**src/nhbi_defines.vh**
```
// constants for the host bus interface block
// assumes inclusion by bare name from the design file
`ifndef NHBI_DEFINES_VH
`define NHBI_DEFINES_VH
`define NHBI_CLK_NS 10
`define NHBI_SYNC_LEN 2
`define NHBI_DMA_STATES 4
`define NHBI_RDY_PERIOD_NS 40
`define NHBI_DMA_CYCLE_CLOCK_DIV 4
`define NHBI_SEL_RST 4'h0
`define NHBI_DATA_RST 8'h00
`define NHBI_ADDR_RST 16'h0000
// synchroniser idle levels: strobes and chip select high, register select, grant and ready low
`define NHBI_SYNC_RST 26'h21C0000
`endif

```
**src/nhbi_host_bus.v**
```verilog
// host bus interface: slave register port and bus master memory cycles
// assumes every pin input is asynchronous; tristate resolved outside
`timescale 1ns/10ps
`default_nettype none
`include "nhbi_defines.vh"
// Notes on behaviour
// - slave register data on low byte
// - upper byte floats during slave transfers
// - master drives address on all lines in t1
// - word mode: sixteen data lines t2 to t4
// - byte mode: low data, high address byte
// - master read/write strobes give direction
// - select latched on address strobe fall
// - select latch transparent while strobe high
// - master drives address strobe for address
// - chip select enters slave register access
// - write strobe low in t2, t3, wait
// - write strobe rises with valid data
// - write strobe floats until bus grant
// - four-clock cycle, one wait on ready
// - acknowledge low once access synchronized
// - write on strobe rise, read on fall
module nhbi_host_bus #(
    parameter DIV = `NHBI_DMA_CYCLE_CLOCK_DIV
) (
    // clock and reset
    input wire core_clk,
    input wire srst,
    // slave side pins
    input wire chip_sel_n,
    input wire [3:0] reg_select_lines,
    input wire slave_read_strobe_n,
    input wire slave_write_strobe_n,
    output reg ack_n,
    // address strobe pin, three signals
    input wire addr_strobe_zero_in,
    output reg addr_strobe_zero_out,
    output reg addr_strobe_zero_oe,
    // multiplexed bus pin, three signals
    input wire [15:0] muxed_addr_data_lines_in,
    output reg [15:0] muxed_addr_data_lines_out,
    output reg [15:0] muxed_addr_data_lines_oe,
    // master side pins
    input wire bus_grant,
    input wire ready,
    output reg master_read_strobe_n,
    output reg master_read_strobe_oe,
    output reg master_write_strobe_n,
    output reg master_write_strobe_oe,
    // internal register file side
    output reg [3:0] reg_sel,
    output reg reg_wr,
    output reg [7:0] reg_wdata,
    output reg reg_rd,
    input wire [7:0] reg_rdata,
    // internal dma side
    input wire dma_active,
    input wire dma_req,
    input wire dma_write,
    input wire dma_word_mode,
    input wire [15:0] dma_addr,
    input wire [15:0] dma_wdata,
    output reg [15:0] dma_rdata,
    output reg dma_done
);
// =====================================================================
// input synchronisers
localparam NS = 26;
reg [NS-1:0] s1_r;
reg [NS-1:0] s2_r;
wire [NS-1:0] raw = {chip_sel_n, reg_select_lines, slave_read_strobe_n,
    slave_write_strobe_n, addr_strobe_zero_in, bus_grant, ready,
    muxed_addr_data_lines_in};
// reset to idle pin levels: no false grant or strobe edge after reset
always @(posedge core_clk) begin
    if (srst) begin
        s1_r <= `NHBI_SYNC_RST;
        s2_r <= `NHBI_SYNC_RST;
    end else begin
        s1_r <= raw;
        s2_r <= s1_r;
    end
end
wire cs_n = s2_r[25];
wire [3:0] ra = s2_r[24:21];
wire srd_n = s2_r[20];
wire swr_n = s2_r[19];
wire ads_in = s2_r[18];
wire grant = s2_r[17];
wire rdy = s2_r[16];
wire [15:0] ad_in = s2_r[15:0];
reg srd_d_r;
reg swr_d_r;
reg ads_d_r;
// =====================================================================
// slave register access
wire slave_ok = !dma_active && !cs_n;
reg [3:0] sel_latch_r;
reg [7:0] rd_hold_r;
reg rd_drive_r;
always @(posedge core_clk) begin
    if (srst) begin
        srd_d_r <= 1'b1;
        swr_d_r <= 1'b1;
        ads_d_r <= 1'b1;
        sel_latch_r <= `NHBI_SEL_RST;
        reg_sel <= `NHBI_SEL_RST;
        reg_wr <= 1'b0;
        reg_rd <= 1'b0;
        reg_wdata <= `NHBI_DATA_RST;
        rd_hold_r <= `NHBI_DATA_RST;
        rd_drive_r <= 1'b0;
        ack_n <= 1'b1;
    end else begin
        srd_d_r <= srd_n;
        swr_d_r <= swr_n;
        ads_d_r <= ads_in;
        reg_wr <= 1'b0;
        reg_rd <= 1'b0;
        if (slave_ok && ads_in)
            sel_latch_r <= ra;
        else if (slave_ok && ads_d_r && !ads_in)
            sel_latch_r <= ra;
        reg_sel <= (slave_ok && ads_in) ? ra : sel_latch_r;
        // direction taken from whichever strobe the host asserts
        if (slave_ok && srd_d_r && !srd_n) begin
            reg_rd <= 1'b1;
            rd_hold_r <= reg_rdata;
            rd_drive_r <= 1'b1;
            ack_n <= 1'b0;
        end else if (slave_ok && swr_d_r && !swr_n) begin
            ack_n <= 1'b0;
        end else if (slave_ok && !swr_d_r && swr_n) begin
            reg_wr <= 1'b1;
            reg_wdata <= ad_in[7:0];
        end
        // chip select held by host through data
        if (cs_n || (srd_n && swr_n)) begin
            ack_n <= 1'b1;
            rd_drive_r <= 1'b0;
        end
    end
end
// =====================================================================
// bus master cycles: t1..t4 plus one wait, on divided clock
localparam ST_IDLE = 6'b000001;
localparam ST_T1 = 6'b000010;
localparam ST_T2 = 6'b000100;
localparam ST_T3 = 6'b001000;
localparam ST_TW = 6'b010000;
localparam ST_T4 = 6'b100000;
reg [5:0] st_r;
reg [5:0] st_nxt;
reg [7:0] div_r;
wire tick = (div_r == DIV[7:0] - 8'h01);
reg wr_r;
reg word_r;
reg [15:0] addr_r;
reg [15:0] wdata_r;
always @* begin
    case (st_r)
        ST_IDLE: st_nxt = (grant && dma_req) ? ST_T1 : ST_IDLE;
        ST_T1: st_nxt = ST_T2;
        ST_T2: st_nxt = ST_T3;
        ST_T3: st_nxt = rdy ? ST_TW : ST_T4;
        ST_TW: st_nxt = ST_T4;
        ST_T4: st_nxt = ST_IDLE;
        default: st_nxt = ST_IDLE;
    endcase
end
always @(posedge core_clk) begin
    if (srst) begin
        div_r <= 8'h00;
        st_r <= ST_IDLE;
        wr_r <= 1'b0;
        word_r <= 1'b0;
        addr_r <= `NHBI_ADDR_RST;
        wdata_r <= `NHBI_ADDR_RST;
        dma_rdata <= `NHBI_ADDR_RST;
        dma_done <= 1'b0;
    end else begin
        dma_done <= 1'b0;
        div_r <= tick ? 8'h00 : div_r + 8'h01;
        if (tick) begin
            st_r <= st_nxt;
            if (st_r == ST_IDLE && st_nxt == ST_T1) begin
                wr_r <= dma_write;
                word_r <= dma_word_mode;
                addr_r <= dma_addr;
                wdata_r <= dma_wdata;
            end
            if (st_r == ST_T4) begin
                dma_done <= 1'b1;
                if (!wr_r)
                    dma_rdata <= word_r ? ad_in
                        : {8'h00, ad_in[7:0]};
            end
        end
    end
end
// =====================================================================
// pin drive
wire mst = grant && (st_r != ST_IDLE);
wire dphase = (st_r == ST_T2) || (st_r == ST_T3) || (st_r == ST_TW)
    || (st_r == ST_T4);
wire strobe_on = (st_r == ST_T2) || (st_r == ST_T3) || (st_r == ST_TW);
always @* begin
    muxed_addr_data_lines_out = 16'h0000;
    muxed_addr_data_lines_oe = 16'h0000;
    addr_strobe_zero_out = 1'b1;
    addr_strobe_zero_oe = 1'b0;
    master_read_strobe_n = 1'b1;
    master_write_strobe_n = 1'b1;
    master_read_strobe_oe = grant;
    master_write_strobe_oe = grant;
    if (mst) begin
        addr_strobe_zero_oe = 1'b1;
        addr_strobe_zero_out = (st_r == ST_T1) ? 1'b1 : 1'b0;
        if (st_r == ST_T1) begin
            muxed_addr_data_lines_out = addr_r;
            muxed_addr_data_lines_oe = 16'hFFFF;
        end else if (dphase) begin
            muxed_addr_data_lines_oe[15:8] = 8'hFF;
            muxed_addr_data_lines_out[15:8] =
                word_r ? wdata_r[15:8] : addr_r[15:8];
            if (!word_r)
                muxed_addr_data_lines_oe[15:8] = 8'hFF;
            else if (!wr_r)
                muxed_addr_data_lines_oe[15:8] = 8'h00;
            if (wr_r) begin
                muxed_addr_data_lines_out[7:0] = wdata_r[7:0];
                muxed_addr_data_lines_oe[7:0] = 8'hFF;
            end
        end
        master_write_strobe_n = !(wr_r && strobe_on);
        master_read_strobe_n = !(!wr_r && strobe_on);
    end else if (rd_drive_r && slave_ok) begin
        muxed_addr_data_lines_out[7:0] = rd_hold_r;
        muxed_addr_data_lines_oe[7:0] = 8'hFF;
    end
end
endmodule // nhbi_host_bus
`default_nettype wire

```
**config.mk**
```make
export PLATFORM = sky130hd
export DESIGN_NAME = nhbi_host_bus
export DESIGN_NICKNAME = d
export VERILOG_FILES = /design/src/nhbi_host_bus.v
export VERILOG_INCLUDE_DIRS = /design/src
export SDC_FILE = /design/constraint.sdc
export NUM_CORES = 1
export LEC_CHECK = 0
export ABC_AREA = 1
export BUFFER_PORTS_ARGS = -buffer_cell sky130_fd_sc_hd__buf_2
export CAP_MARGIN = 40
export CORE_MARGIN = 2
export CORE_UTILIZATION = 50
export CTS_BUF_LIST = sky130_fd_sc_hd__clkbuf_2
export CTS_CLUSTER_DIAMETER = 30
export DETAILED_ROUTE_END_ITERATION = 6
export GPL_ROUTABILITY_DRIVEN = 0
export GPL_TIMING_DRIVEN = 0
export PLACE_DENSITY_LB_ADDON = 0.05
export SETUP_SLACK_MARGIN = 0.5
export SYNTH_ARGS = -nofsm -noshare
export SYNTH_HDL_FRONTEND = slang
export SYNTH_SLANG_ARGS = --single-unit
```
**constraint.sdc**
```tcl
create_clock -name core_clk -period 1.42 [get_ports core_clk]
set_input_delay 0 -clock core_clk [delete_from_list [all_inputs] [get_ports core_clk]]
set_output_delay 0 -clock core_clk [all_outputs]
set_load 0.01 [all_outputs]
```
==> summary.md <==
| Metric | Value |
|---|---|
| I/O pins | `142` |
| PortBufs | `140` |
| Sw frac | `0.252` |
| Global-route usage over all layers | `0.296` |
| Die height | `112 µm` |
| Antenna cells | `0` |
| DP HPWL | `10600 µm` |
| Lkg Pwr | `4.21 nW` |
| Data arrival, critical path | `2.25 ns` |
| Synth Flop Type | `dfxtp_1` |
| Total nets after synthesis | `845` |
| Sequential-to-total area share from yosys stat | `0.507` |
| Cell Count, Final, Fillers Out | `1256` |
| Post-synth EDFFs | `0` |
| Most frequent cells in the layout | `110 x nor2_1, 100 x dfxtp_1, 98 x nand2_1` |
| Synthesized netlist cell count | `772` |
| Dpl cells | `1055` |
| WL/cell | `15.5 µm` |
| Routed Antenna Nets | `0` |
| Total Wirelength | `19400 µm` |
| Async set or reset register ratio after synthesis | `0` |
| Initial drt markers | `392` |
| # DRC | `0` |
| P_sw | `1.91 mW` |
| Pwr per Cell Area | `783 nW/µm²` |
| Hold_buf cts | `98` |
| Die Width | `112 µm` |
| Worst Setup Path Type | `flip-flop to output pin` |
| Grt ovf | `0` |
| CP Max Fanout | `8` |
| Fin. Hold Viols | `9` |
| Final period utilization | `1.59` |
| Placed Area | `7010 µm²` |
| First-pass GRT wire length | `29400 µm` |
| Synth Register Bits | `148` |
| Clock Skews | `0.0157 ns` |
| Antenna violations before repair | `0` |
| Vias in the first global route | `6123` |
| # rows | `39` |
| Outcome | `finished, violations left` |
| Fin util | `0.848` |
| Pin count of the biggest net entering global routing | `17` |
| Peak VDD IR | `1.15 mV` |
| Min Hold Slack | `-0.242 ns` |
| Vias/cell | `5.03` |
| Synthesized area per cell | `7.56 µm²` |
| H-tree levels | `4` |
| Crit path launch type | `flip-flop` |
| Maximum clock frequency | `444 MHz` |
| Fraction of layout cells with a size suffix above 1 | `0.403` |
| Synth Warn # | `0` |
| CTS max path bufs | `2` |
| Most common cell after layout, fill and taps aside | `nor2_1` |
| CTS tree | `done` |
| Int Pwr | `5.68 mW` |
| Area grow syn2layout | `65.8%` |
| Worst-Margin Slew | `0.785 ns` |
| Reg power frac | `0.566` |
| Worst-path clk slew | `0.20 ns` |
| Drt first pass iters | `7` |
| Worst skew pair latency | `0.71 ns` |
| Clock sink count | `148` |
| Combinational Power Share | `0.108` |
| Routed via count | `6312` |
| Num CTS Buffers | `17` |
| Final number of setup-violating endpoints | `89` |
| Initial Util | `0.511` |
| Max cap viols | `0` |
| Final WS setup | `-0.832 ns` |
| Dpl ws | `-0.389 ns` |
| Endpoint class of the critical path | `output pin` |
| Clock Tree Root | `clkbuf_2` |
| Synth unique cells | `30` |
| RSZ-0062 raised after global routing | `yes` |
| Worst Hold Class | `input port to flip-flop` |
| Fin area | `9680 µm²` |
| Critical Path RT | `1.42 ns` |
| Core area | `11400 µm²` |
| Mapped cell area | `5840 µm²` |
| Slew margin rel. | `0.477` |
| Failing checks | `negative hold slack, negative setup slack` |
| Nets | `1173` |
| Die area | `12600 µm²` |
| Fin crit period | `2.25 ns` |
| Clk network pwr share | `0.325` |
| Slew Viols, Final | `0` |
[cells by family (layout without fill, tap and decap cells)]
logic type	after synthesis	count (layout)	synth area share
adder cells (fa/ha/maj)	1	1	0.00214
AND/OR/NAND/NOR	344	345	0.257
buffers and inverters	163	503	0.129
AO/OA/AOI/OAI	116	116	0.104
flip-flops	148	148	0.507
[sequential cells by signal, indices dropped and copies added, names as in the netlist]
name	cells
dma_rdata	16
rd_drive_r	1
reg_wr	1
st_r	6
srd_d_r	1
s1_r	26
s2_r	26
addr_r	16
wdata_r	16
swr_d_r	1
ack_n	1
sel_latch_r	4
reg_rd	1
wr_r	1
ads_d_r	1
word_r	1
dma_done	1
div_r	8
rd_hold_r	8
reg_sel	4
reg_wdata	8
[cells in the mapped netlist (all sizes together) (6+ instances only)]
cell    instances  share of area
inv           111          0.071
clkbuf         18          0.012
o21ai          37          0.032
nand4          11          0.012
or2             9         0.0096
buf            32          0.045
nand3          67          0.058
nand2         113          0.075
o21a            9          0.012
nor2          136          0.093
dfxtp         148           0.51
nor3            6         0.0071
a21oi          68          0.059
[layout make-up]
type	instances	area (µm²)
timing repair buffer	308	2640
inverter	113	460
multi-input combinational	462	2700
tap	143	179
clock inverter	11	135
buffer	50	419
sequential	148	3040
clock buffer	21	105
fill	622	1740
[routing by layer]
metal	GRT usage	vias up	wire (µm)
met5	0	-	0
met4	0.101	0	473
met3	0.0653	48	1280
met2	0.530	289	9990
met1	0.353	2906	7690
li1	-	3069	-
[path summary, 6_finish.rpt]
kind	slack (ns)	cells past startpoint	end	startpoint
worst max-delay path	-0.83	9	muxed_addr_data_lines_oe[1]	st_r[3]
worst min-delay path	-0.24	6	reg_sel[2]	dma_active
worst max register to register	-0.45	10	addr_r[8]	st_r[3]
worst min register to register	0.40	2	s2_r[4]	s1_r[4]
[power groups by stage]
| stage | logic (mW) | registers (mW) | clock network [mW] |
|---|---|---|---|
| 2_1_floorplan | 0.264 | 4.38 | 0 |
| 3_3_place_gp | 0.434 | 4.38 | 0 |
| 3_5_place_dp | 0.445 | 4.39 | 0 |
| 4_1_cts | 0.745 | 4.29 | 2.47 |
| 5_1_grt | 0.884 | 4.31 | 2.68 |
| 6_report | 0.820 | 4.30 | 2.47 |
[through the flow]
stage	setup TNS (ns)	total power [mW]
after floorplan	-0.0274	4.64
after global placement	-15.94	4.82
after detailed placement	-18.92	4.83
after CTS	-39.99	7.50
after global routing	-51.87	7.87
final	-44.59	7.59
[critical path: stages, from the launching register on]
cell     delay, ns
dfxtp_4       0.39
buf_4         0.14
nor2_1        0.22
o21ai_2       0.13
nand3_4       0.08
nand2_2       0.07
a21oi_4       0.17
buf_12        0.14
buf_4         0.11
buf_6         0.09
[timing repair]
action | CTS | global route
resized for setup | 144 | 96
cloned | 4 | 3
pin swaps | 33 | 35
setup buffers | 44 | 20
hold endpoints to repair | 106 | 9
endpoints found under the setup margin | 163 | 174
(Power assumes the default switching activity.)
